## config.mk

```make
export PLATFORM = sky130hd
export DESIGN_NAME = dgcr_ctrl
export DESIGN_NICKNAME = d
export VERILOG_FILES = /design/src/design/dgcr_pkg.sv /design/src/design/dgcr_srst_if.sv /design/src/design/dgcr_reset_pulse.sv /design/src/design/dgcr_ctrl.sv
export VERILOG_INCLUDE_DIRS = /design/src /design/src/design
export SDC_FILE = /design/constraint.sdc
export NUM_CORES = 1
export LEC_CHECK = 0
export ABC_AREA = 1
export BUFFER_PORTS_ARGS = -buffer_cell sky130_fd_sc_hd__buf_2
export CORE_ASPECT_RATIO = 1.25
export CORE_MARGIN = 8
export CORE_UTILIZATION = 60
export DETAILED_ROUTE_END_ITERATION = 8
export PLACE_DENSITY = 0.86
export SETUP_SLACK_MARGIN = 0.05
export SLEW_MARGIN = 20
export SYNTH_ARGS = -nofsm -noshare
export SYNTH_HDL_FRONTEND = slang
export SYNTH_SLANG_ARGS = --single-unit
```

## constraint.sdc

```tcl
create_clock -name clk -period 4.91 [get_ports clk]
set_clock_uncertainty 0.15 [all_clocks]
set_input_delay 0.982 -clock clk [delete_from_list [all_inputs] [get_ports clk]]
set_output_delay 0.982 -clock clk [all_outputs]
set_load 0.005 [all_outputs]
```

## src/design/dgcr_regs.svh

```systemverilog
// Purpose: Offsets, field positions, reset values and timing counts of the
//          deserializer general control registers.
// Assumes: Registers are reached by byte offset over the documented control port.
// Notes:   Definitions only.
// Summary of operation
// - Address field bits 7:1 hold register address, loaded from strap on reset
// - Bit 0 selects strap or register address
// - Reset bit 1 resets all, self-clears
// - Full soft reset reloads strapped register values
// - Reset bit 0 resets logic, keeps registers
// - Config bit 6 enables output override
// - Config bit 7 gives overridden output enable
// - Config bit 4 gives overridden sleep state
// - Config bit 5 puts oscillator on pixel clock while link is unlocked
`ifndef DGCR_REGS_SVH
`define DGCR_REGS_SVH

`define DGCR_OFS_ADDR       8'h00
`define DGCR_OFS_RESET      8'h01
`define DGCR_OFS_CFG0       8'h02

`define DGCR_ADDR_SRC_BIT   0
`define DGCR_ADDR_ID_MSB    7
`define DGCR_ADDR_ID_LSB    1

`define DGCR_RST_LOGIC_BIT  0
`define DGCR_RST_FULL_BIT   1
`define DGCR_RST_FIXED_BIT  2

`define DGCR_CFG_SLEEP_BIT  4
`define DGCR_CFG_ACLK_BIT   5
`define DGCR_CFG_OVR_BIT    6
`define DGCR_CFG_OE_BIT     7

`define DGCR_ADDR_SRC_RST   1'h0
`define DGCR_CFG_OE_RST     1'h1
`define DGCR_CFG_OVR_RST    1'h0
`define DGCR_CFG_ACLK_RST   1'h0
`define DGCR_CFG_SLEEP_RST  1'h0
`define DGCR_RST_RSV_HI     5'h00
`define DGCR_RST_FIXED_VAL  1'h1
`define DGCR_CFG_RSV_LO     4'h0
`define DGCR_UNMAPPED_DATA  8'h00

`define DGCR_SRST_CYCLES    4

`endif

```

## src/design/dgcr_pkg.sv

```systemverilog
// Purpose: Types shared by the general control register bank.
// Assumes: Constants live in dgcr_regs.svh.
// Notes:   State of each module is one packed struct.
package dgcr_pkg;

	// Register bank state
	typedef struct packed {
		logic       strap_loaded;
		logic [6:0] strap_latch;
		logic [6:0] dev_id;
		logic       src_sel;
		logic       cfg_oe;
		logic       cfg_ovr;
		logic       cfg_aclk;
		logic       cfg_sleep;
		logic [7:0] rdata;
		logic       rvalid;
		logic [6:0] slave_addr;
		logic       out_en;
		logic       out_sleep;
		logic       pclk_swap;
		logic       core_reset_n;
	} dgcr_bank_t;

	// Soft reset pulse state
	typedef struct packed {
		logic [7:0] cnt;
	} dgcr_pulse_t;

endpackage

```

## src/design/dgcr_srst_if.sv

```systemverilog
// Purpose: Carries one soft reset request and its busy answer.
// Assumes: One clock domain.
// Notes:   Trigger is a one-cycle pulse.
`timescale 1ns/10ps
`default_nettype none
interface dgcr_srst_if;
	logic trig;
	logic busy;

	modport req
	(
		output trig,
		input  busy
	);
	modport gen
	(
		input  trig,
		output busy
	);
endinterface // dgcr_srst_if
`default_nettype wire

```

## src/design/dgcr_reset_pulse.sv

```systemverilog
// Purpose: Stretches a soft reset trigger into a fixed-length busy pulse.
// Assumes: Trigger is a one-cycle pulse; clk at 100 MHz.
// Notes:   A trigger during a running pulse is ignored.
`timescale 1ns/10ps
`default_nettype none
`include "dgcr_regs.svh"
module dgcr_reset_pulse
	import dgcr_pkg::*;
#(
	parameter int LEN = `DGCR_SRST_CYCLES
)
(
	input  wire logic   clk,
	input  wire logic   nrst,
	dgcr_srst_if.gen    srst
);
	dgcr_pulse_t st;
	dgcr_pulse_t next_st;

	// Load the length on a trigger, then count down to idle
	always_comb
	begin
		next_st = st;
		if (st.cnt != 8'h00)
			next_st.cnt = st.cnt - 8'h01;
		else if (srst.trig)
			next_st.cnt = 8'(LEN);
	end

	always_ff @(posedge clk or negedge nrst)
	begin
		if (!nrst)
			st <= '0;
		else
			st <= next_st;
	end

	// Counter is a flop, so busy is glitch free
	assign srst.busy = (st.cnt != 8'h00);
endmodule // dgcr_reset_pulse
`default_nettype wire

```

## src/design/dgcr_ctrl.sv

```systemverilog
// Purpose: General control registers: slave address, soft resets, output control.
// Assumes: reg_wr and reg_rd are one-cycle strobes decoded by the control bus slave.
// Notes:   Read data appear one cycle after reg_rd, marked by reg_rvalid.
`timescale 1ns/10ps
`default_nettype none
`include "dgcr_regs.svh"
module dgcr_ctrl
	import dgcr_pkg::*;
#(
	parameter int SRST_CYCLES = `DGCR_SRST_CYCLES
)
(
	input  wire logic       clk,
	input  wire logic       nrst,
	input  wire logic [6:0] address_strap_pin,
	input  wire logic       link_lock,
	input  wire logic       reg_wr,
	input  wire logic       reg_rd,
	input  wire logic [7:0] reg_addr,
	input  wire logic [7:0] reg_wdata,
	output logic [7:0]      reg_rdata,
	output logic            reg_rvalid,
	output logic [6:0]      slave_addr,
	output logic            output_enable,
	output logic            output_sleep_state_select,
	output logic            internal_oscillator_on_pclk,
	output logic            core_reset_n
);
	dgcr_bank_t st;
	dgcr_bank_t next_st;

	dgcr_srst_if full_if ();
	dgcr_srst_if logic_if ();

	logic wr_addr;
	logic wr_rst;
	logic wr_cfg;
	logic full_busy;
	logic logic_busy;

	// Register decode
	assign wr_addr = reg_wr && (reg_addr == `DGCR_OFS_ADDR);
	assign wr_rst  = reg_wr && (reg_addr == `DGCR_OFS_RESET);
	assign wr_cfg  = reg_wr && (reg_addr == `DGCR_OFS_CFG0);

	// Self-clearing reset bits only raise a trigger; nothing is stored
	assign full_if.trig  = wr_rst && reg_wdata[`DGCR_RST_FULL_BIT];
	assign logic_if.trig = wr_rst && reg_wdata[`DGCR_RST_LOGIC_BIT];
	assign full_busy     = full_if.busy;
	assign logic_busy    = logic_if.busy;

	// Two identical pulse stretchers, one for each soft reset
	dgcr_reset_pulse #(.LEN(SRST_CYCLES)) u_full_pulse
	(
		.clk  (clk),
		.nrst (nrst),
		.srst (full_if.gen)
	);

	dgcr_reset_pulse #(.LEN(SRST_CYCLES)) u_logic_pulse
	(
		.clk  (clk),
		.nrst (nrst),
		.srst (logic_if.gen)
	);

	// Next state of the whole bank
	always_comb
	begin
		next_st = st;
		next_st.rvalid = 1'b0;

		// Strap is caught after reset release, never under the async reset
		if (!st.strap_loaded || full_busy)
		begin
			next_st.strap_loaded = 1'b1;
			next_st.strap_latch  = address_strap_pin;
			next_st.dev_id       = address_strap_pin;
		end

		if (full_busy)
		begin
			// Whole register set back to defaults; writes lose during the pulse
			next_st.src_sel = `DGCR_ADDR_SRC_RST;
			next_st.cfg_oe  = `DGCR_CFG_OE_RST;
			next_st.cfg_ovr = `DGCR_CFG_OVR_RST;
			next_st.cfg_aclk  = `DGCR_CFG_ACLK_RST;
			next_st.cfg_sleep = `DGCR_CFG_SLEEP_RST;
		end
		else
		begin
			// Logic reset leaves registers alone, so writes still land
			if (wr_addr)
			begin
				next_st.dev_id  = reg_wdata[`DGCR_ADDR_ID_MSB:`DGCR_ADDR_ID_LSB];
				next_st.src_sel = reg_wdata[`DGCR_ADDR_SRC_BIT];
			end
			// Reserved low bits are dropped, they always read their default
			if (wr_cfg)
			begin
				next_st.cfg_oe  = reg_wdata[`DGCR_CFG_OE_BIT];
				next_st.cfg_ovr = reg_wdata[`DGCR_CFG_OVR_BIT];
				next_st.cfg_aclk  = reg_wdata[`DGCR_CFG_ACLK_BIT];
				next_st.cfg_sleep = reg_wdata[`DGCR_CFG_SLEEP_BIT];
			end
		end

		// Read mux; unmapped offsets answer with zero
		if (reg_rd)
		begin
			next_st.rvalid = 1'b1;
			case (reg_addr)
				`DGCR_OFS_ADDR:
					next_st.rdata = {st.dev_id, st.src_sel};
				`DGCR_OFS_RESET:
					next_st.rdata = {`DGCR_RST_RSV_HI, `DGCR_RST_FIXED_VAL,
						full_busy, logic_busy};
				`DGCR_OFS_CFG0:
					next_st.rdata = {st.cfg_oe, st.cfg_ovr, st.cfg_aclk, st.cfg_sleep,
						`DGCR_CFG_RSV_LO};
				default:
					next_st.rdata = `DGCR_UNMAPPED_DATA;
			endcase
		end

		// Active bus address follows the source select
		next_st.slave_addr = st.src_sel ? st.dev_id : st.strap_latch;

		// Without override both effective controls sit at 1
		next_st.out_en  = st.cfg_ovr ? st.cfg_oe  : 1'b1;
		next_st.out_sleep = st.cfg_ovr ? st.cfg_sleep : 1'b1;

		// Oscillator clock replaces the recovered clock only while unlocked
		next_st.pclk_swap = st.cfg_aclk && !link_lock;

		// Either soft reset holds the core logic in reset
		next_st.core_reset_n = !(full_busy || logic_busy);
	end

	// Register the bank; reset values are constants only
	always_ff @(posedge clk or negedge nrst)
	begin
		if (!nrst)
		begin
			st              <= '0;
			st.cfg_oe       <= `DGCR_CFG_OE_RST;
			st.out_en       <= 1'b1;
			st.out_sleep    <= 1'b1;
			st.core_reset_n <= 1'b0;
		end
		else
			st <= next_st;
	end

	// Outputs straight from flops
	assign reg_rdata                 = st.rdata;
	assign reg_rvalid                = st.rvalid;
	assign slave_addr                = st.slave_addr;
	assign output_enable             = st.out_en;
	assign output_sleep_state_select = st.out_sleep;
	assign internal_oscillator_on_pclk = st.pclk_swap;
	assign core_reset_n              = st.core_reset_n;
endmodule // dgcr_ctrl
`default_nettype wire

```

# After elaboration in Yosys (flattened, before gate mapping)
# Cells that the tools add are included.
dict set report classes {
  n_addsub 2
  eq_ne 2
  mux 14
  n_reduce_logical 18
}
# cell count
set ops {}
lappend ops {{8-bit 2-to-1 mux} 5}
lappend ops {{8-bit one-hot mux with 3 select lines} 1}
lappend ops {{7-bit 2-to-1 mux} 3}
lappend ops {{8-bit nonzero test} 2}
lappend ops {{8-bit by 1-bit subtractor with 8-bit output, second input constant} 2}
lappend ops {{8-bit by 1-bit equality test with 1-bit output, second input constant} 1}
lappend ops {{8-bit by 2-bit equality test with 1-bit output, second input constant} 1}
lappend ops {{8-bit zero test} 1}
lappend ops {{2-bit nonzero test} 4}
lappend ops {{1-bit logical AND} 6}
lappend ops {{5-bit 2-to-1 mux} 1}
lappend ops {{4-bit 2-to-1 mux} 1}
lappend ops {{1-bit zero test} 3}
lappend ops {{1-bit 2-to-1 mux} 3}
lappend ops {{1-bit logical OR} 2}
dict set report word_totals {
  ff_bits 56
  inputBits 28
  wordCells 53
}

# Logic depth before layout (Yosys ltp)
# Gate-level depths: netlist (run 1).
dict set report logic_depth {
  word_depth 5
  depth_mapped 9
  mapped_depth_nobuf 9
}

# By module
# A second synthesis (run 1) with hierarchy kept.
dict set report unflattened {
  hier_cells 369
  hier_area_um2 3007.9
}
# mod instances cells_each area_per_inst_um2 seq_area_each_um2
set by_module_without_submodules {}
lappend by_module_without_submodules {dgcr_ctrl 1 247 2052.0 1004.7}
lappend by_module_without_submodules {dgcr_reset_pulse 2 61 478.0 200.2}

# Worst setup path before layout (run 1)
# No wires, ideal clock.
dict set report synth_path {
  kind {input -> register}
  start {in reg_addr[3]}
  end {reg st[30] in the netlist's numbering}
  arrival_time_ns 1.752
  slack_ns 2.895
  cell_stages 7
  n_path_buf 1
  path_cell_list {nor2_1 -> nand3_1 -> nor2_4 -> buf_6 -> nand4_1 -> nand2_1 -> inv_1}
}
# item line_no
set synth_lines {}
lappend synth_lines {{from (decl)} dgcr_ctrl.sv:19} ;# input wire logic [7:0] reg_addr,
lappend synth_lines {{to (signal assigned)} dgcr_ctrl.sv:152} ;# st <= next_st;
lappend synth_lines {{to (decl)} dgcr_ctrl.sv:29} ;# dgcr_bank_t st;

# Worst setup path in the final report (run 1)
dict set report layout_path {
  start {in reg_addr[3]}
  end {reg st[23] in the netlist's numbering}
}
dict set report layout_between {
  elab_chain_len 3
}
# item line_no
set layout_lines {}
lappend layout_lines {{8-bit by 2-bit equality test with 1-bit output} -}
lappend layout_lines {{1-bit logical AND} dgcr_ctrl.sv:44} ;# assign wr_cfg = reg_wr && (reg_addr == `DGCR_OFS_CFG0);
lappend layout_lines {{2-bit nonzero test (no source line)} -}
# Every way passes these cells.
# A chain may end at the register's enable or synchronous reset.

==> flow_metrics.tcl, run 1 <==
set metrics [dict create \
    yosys_warnings 0 \
    cts_buffers 5 \
    grt_pass1_vias 2172 \
    tns_ns 0 \
    cts_max_level 2 \
    finalCritPeriodShare 0.441 \
    synth_cells 324 \
    grt_util_met1 0.187 \
    drive_above_1_share 0.190 \
    multi_input_area_mm2 0.00100 \
    syn2layout_area_growth_pct 7.83 \
    grt_pass1_wl_um 9490 \
    wl_um 5510 \
    r2r_setup_slack_ns 2.90 \
    synthArstFlopShare 1.00 \
    numPortBuffers 47 \
    hold_path_depth 1 \
    min_path_type "flop to flop" \
    synthMuxAreaShare 0 \
    wire_per_inst_um 13.3 \
    p_leak_nw 1.58 \
    antenna_found_initial 0 \
    max_slew_margin 0.539 \
    syn_avg_cell_area_um2 8.53 \
    synthXorXnorAreaFrac 0.0254 \
    firstDrtPassIters 4 \
    crit_start "reg_addr[3]" \
    regArea_mm2 0.00141 \
    core-area_mm2 0.00443 \
    cp_max_fo 6 \
    syn_nets 355 \
    synth_cell_types 28 \
    rows 27 \
    overflow 0 \
    dr_total_vias 2151 \
    required_ns 5.00 \
    holdPathEnd "output_sleep_state_select" \
    synthTopCellsByArea "dfrtp_1, nand2_1, nand3_1" \
    ctsHoldBuffers 0 \
    synth_edf_count 0 \
    period_needed_ns 2.17 \
    cts.reportedPaths.clkPinSlew_ns 0.09 \
    drc 0 \
    slowest_stage "nor2_1" \
    p_per_area_mw_per_mm2 393 \
    reg2regPathDepth 6 \
    synth-compound-area-share 0.0543 \
    top_usage_layer "met2" \
    synth_fa_ha_area_frac 0.0136 \
    ys_ff_latch 56 \
    r2r-start "u_full_pulse.st[0]" \
    cts_tree "done" \
    drv_slew 0 \
    start_util 0.625 \
    worst_pin_slew_ns 0.692 \
    fin_nets 387 \
    status "finished, final reports clean" \
    io-pin-count 48 \
    ir_drop_uv 213 \
    cts-resized-gates 0 \
    cap_viol_max_count 0 \
    synth_top_family_by_area "simple AND/OR/NAND/NOR gates" \
    arrival_ns 2.26 \
    clk_latency_ns 0.30 \
    ys.flop_type "dfrtp_1" \
    final_util 0.673 \
    drtAntennaViolNets 0 \
    clock-root-buffer "clkbuf_8" \
    die-height_um 91.9 \
    synth_common_cells "nand2_1, dfrtp_1, inv_1, nand3_1, nor2_1" \
    clkSinkCount 56 \
    crit_chain "buf_2 -> nor2_1 -> nand3_1 -> nor2_1 -> nand3_1 -> o21ai_0 -> inv_1" \
    post_cts_buffers 0 \
    met3_usage 0.0518 \
    grt_setup_unrepaired "no" \
    start_kind "input pin" \
    drt_iter0_drc 195 \
    crit_type "input pin to flop" \
    cp-end-kind "flop" \
    via_per_inst 5.18 \
    use_met2 0.270 \
    fmax_mhz 461 \
    timing.final.hold_violations 0 \
    synth_top_area_share 0.480 \
    die_area_mm2 0.00705 \
    fp.dieW_um 76.7 \
    min_from "st[22]" \
    reg2reg_to "st[35]" \
    clockBufferDepth 2 \
    synth.cell_area_mm2 0.00276 \
    dp_hpwl_um 3990 \
    n_antenna_cell 0 \
    grt_usage 0.159 \
    seq_area_frac_synth 0.508 \
    cp_slowest_stage_delay_ns 0.43 \
    yosysTopAreaCell "dfrtp_1" \
    place_congestion 0.862 \
    fillers 368 \
    synth.most_common_cell "nand2_1" \
    setup_viol 0 \
    grt_max_degree 57 \
    synth_simple_gate_area_share 0.269 \
]
flip-flops by register name (all words and copies together) (netlist names):
signal / count
core_reset_n: 1
u_full_pulse.st: 8
reg_rvalid: 1
internal_oscillator_on_pclk: 1
output_enable: 1
output_sleep_state_select: 1
slave_addr: 7
st: 20
reg_rdata: 8
u_logic_pulse.st: 8
cell families (layout without fill, tap and decap cells):
logic type | after synthesis | after routing
flops | 56 | 56
compound gates | 30 | 30
fa+ha+maj | 3 | 3
simple gates | 159 | 159
other cells | 1 | 1
xor+xnor | 8 | 8
buf+inv | 67 | 100
placed cells by master, fill, tap and decap left out:
master | netlist | routed
dfstp_2 | 3 | 3
clkinv_1 | 1 | 1
ha_1 | 3 | 3
clkinvlp_4 | 0 | 1
inv_1 | 43 | 43
nor2_2 | 1 | 1
o21ai_1 | 1 | 1
nor2_1 | 26 | 26
nand4_1 | 8 | 8
nor2_4 | 2 | 2
nand2_1 | 77 | 77
xor2_1 | 7 | 7
nand2_4 | 1 | 1
a21oi_1 | 5 | 5
o21ai_0 | 24 | 24
dfrtp_1 | 53 | 53
or2_2 | 1 | 1
nand3_1 | 34 | 34
nand3_4 | 2 | 2
conb_1 | 1 | 1
buf_2 | 0 | 47
nor3_2 | 1 | 1
clkbuf_8 | 2 | 5
nor2_8 | 1 | 1
inv_6 | 0 | 1
nor3_1 | 5 | 5
buf_4 | 17 | 1
clkinv_2 | 0 | 1
xnor2_1 | 1 | 1
critical path: cells and delay by family:
family | cells | cell delay (ns)
compound gates | 1 | 0.20
simple gates | 4 | 0.92
buf+inv | 2 | 0.15
per-stage QoR:
stage / worst slack, ns / hold WS, ns / instances / power, mW / instance area, µm²
3_5_place_dp: 2.45 / 0.311 / 407 / 0.930 / 2890
3_3_place_gp: 2.55 / 0.308 / 407 / 0.915 / 2890
2_1_floorplan: 2.90 / 0.267 / 324 / 0.857 / 2760
4_1_cts: 2.77 / 0.336 / 415 / 1.18 / 2980
5_1_grt: 2.51 / 0.351 / 415 / 1.26 / 2980
6_report: 2.74 / 0.330 / 415 / 1.17 / 2980
routing by layer:
metal	up-vias	share of wire
met1	1000	0.41
met2	77	0.49
met4	0	0.013
met5	-	0
met3	8	0.082
li1	1066	-
how the worst max path moves through the flow:
stage,slack (ns),end,cells past startpoint
2_1_floorplan,2.90,st[30],7
3_3_place_gp,2.55,st[23],7
3_5_place_dp,2.45,st[23],7
4_1_cts,2.77,st[23],7
5_1_grt,2.51,st[23],7
6_report,2.74,st[23],7
report_power, final:
part           switching [mW]  internal, mW
logic                   0.195         0.118
clock network           0.146         0.102
registers              0.0648         0.544
total                   0.406         0.764
final cells by class:
cell class | count | area share
sequential | 56 | 0.471
multi-input combinational | 201 | 0.337
timing repair buffer | 48 | 0.0814
inverter | 44 | 0.0554
tap | 58 | 0.0243
clock buffer | 5 | 0.0231
clock inverter | 3 | 0.00714
No activity file was read; power rests on OpenSTA's default activity.
==> run 2, diff against run 1 <==
--- a/config.mk
+++ b/config.mk
@@ -10,9 +10,9 @@
 export BUFFER_PORTS_ARGS = -buffer_cell sky130_fd_sc_hd__buf_2
 export CORE_ASPECT_RATIO = 1.25
 export CORE_MARGIN = 8
-export CORE_UTILIZATION = 60
+export CORE_UTILIZATION = 56
 export DETAILED_ROUTE_END_ITERATION = 8
-export PLACE_DENSITY = 0.86
+export PLACE_DENSITY = 0.81
 export SETUP_SLACK_MARGIN = 0.05
 export SLEW_MARGIN = 20
 export SYNTH_ARGS = -nofsm -noshare
==> constraint.sdc (replaced) <==
create_clock -name clk -period 2.2 [get_ports clk]
set_clock_uncertainty 0.15 [all_clocks]
set_input_delay 0.44 -clock clk [delete_from_list [all_inputs] [get_ports clk]]
set_output_delay 0.44 -clock clk [all_outputs]
set_load 0.005 [all_outputs]
==> flow_metrics.tcl, run 2 (synthesis gave the netlist of run 1 again) <==
set metrics [dict create \
    cts_max_level 2 \
    crit_start "u_full_pulse.st[0]" \
    clkSinkCount 56 \
    crit_type "flop to flop" \
    cp_slowest_stage_delay_ns 0.41 \
    n_antenna_cell 0 \
    cp_max_fo 27 \
    cts.reportedPaths.clkPinSlew_ns 0.10 \
    slowest_stage "dfrtp_1" \
    final_common_cell "nand2_1" \
    p_per_area_mw_per_mm2 904 \
    numPortBuffers 47 \
    worst_pin_slew_ns 0.530 \
    firstDrtPassIters 4 \
    dp.cells 409 \
    dr_total_vias 2125 \
    crit_chain "inv_1 -> ha_1 -> nand3_4 -> nor2_8 -> nand2_1 -> o21ai_0" \
    fp.dieW_um 78.8 \
    core-area_mm2 0.00473 \
    multi_input_area_mm2 0.00100 \
    regArea_mm2 0.00141 \
    ir_drop_uv 571 \
    cts_buffers 5 \
    path_buf_inv 1 \
    min_from "link_lock" \
    fmax_mhz 518 \
    timing.final.hold_violations 0 \
    setup_viol 0 \
    start_util 0.584 \
    cap_viol_max_count 0 \
    grt_pass1_wl_um 9280 \
    drtAntennaViolNets 0 \
    drt_iter0_drc 111 \
    power_mw 2.74 \
    arrival_ns 2.01 \
    critical_path.top_delay_family "simple AND/OR/NAND/NOR gates" \
    syn2layout_area_growth_pct 9.69 \
    rows 28 \
    clock-root-buffer "clkbuf_8" \
    die_area_mm2 0.00745 \
    drive_above_1_share 0.190 \
    place_congestion 0.861 \
    top_register "st" \
    fillers 417 \
    grt_pass1_vias 2099 \
    grt_usage 0.153 \
    status "finished, final reports clean" \
    fin_nets 388 \
    die-height_um 94.5 \
    drc 0 \
    grt_max_degree 35 \
    clk_latency_ns 0.31 \
    tns_ns 0 \
    dp_hpwl_um 4110 \
    timing.hold.ws_ns 0.115 \
    via_per_inst 5.08 \
    io-pin-count 48 \
    post_cts_buffers 0 \
    grt_setup_unrepaired "no" \
    overflow 0 \
    min_path_type "input pin to flop" \
    final_cell_count_no_fill 418 \
    final_cell_mix "nand2_1, dfrtp_1, buf_2" \
    required_ns 2.28 \
    clockBufferDepth 2 \
    cp-end-kind "flop" \
    wl_um 5420 \
    p_leak_nw 1.60 \
    r2r-start "u_full_pulse.st[0]" \
    largest_reg_flops 20 \
    drv_slew 0 \
    wire_per_inst_um 13.0 \
    period_needed_ns 1.93 \
    max_slew_margin 0.647 \
    finalCritPeriodShare 0.877 \
    antenna_found_initial 0 \
    start_kind "flop" \
    cts_tree "done" \
]
[run 2: metal layers]
metal | global-route usage | up-vias | part of all wire
li1 | - | 1067 | -
met1 | 0.186 | 979 | 0.44
met2 | 0.245 | 71 | 0.47
met3 | 0.0542 | 8 | 0.080
met4 | 0.0588 | 0 | 0.016
met5 | 0 | - | 0
[run 2: through the flow]
step           area [µm²]  utilization  setup slack, ns
3_5_place_dp         2910        0.614            0.285
6_report             3030        0.641            0.270
3_3_place_gp         2910        0.614            0.378
2_1_floorplan        2760            -            0.562
5_1_grt              3030        0.641           0.0920
4_1_cts              3030        0.641            0.271
[run 2: repair_timing]
action                    4_1_cts  5_1_grt
gates resized for setup         0        0
hold buffers                    1        0
hold endpoints to repair       22        0
[run 2: worst paths after layout]
kind | end | cells after the start | slack (ns)
max | st[37] | 6 | 0.27
min | internal_oscillator_on_pclk | 2 | 0.11
max reg2reg | st[37] | 6 | 0.27
min reg2reg | output_enable | 1 | 0.32
max in group asynchronous | st[23] | 3 | 0.79
min in group asynchronous | reg_rdata[3] | 2 | 0.48
[run 2: final cells by class]
| cell class | instances | share of cell area |
|---|---|---|
| clock buffer | 5 | 0.0227 |
| clock inverter | 3 | 0.0157 |
| inverter | 44 | 0.0545 |
| multi-input combinational | 201 | 0.331 |
| sequential | 56 | 0.463 |
| tap | 60 | 0.0248 |
| timing repair buffer | 49 | 0.0875 |
[run 2: report_power, final]
group | internal [mW] | total (mW) | switching [mW]
clock network | 0.343 | 0.682 | 0.338
logic | 0.267 | 0.701 | 0.434
registers | 1.21 | 1.36 | 0.144
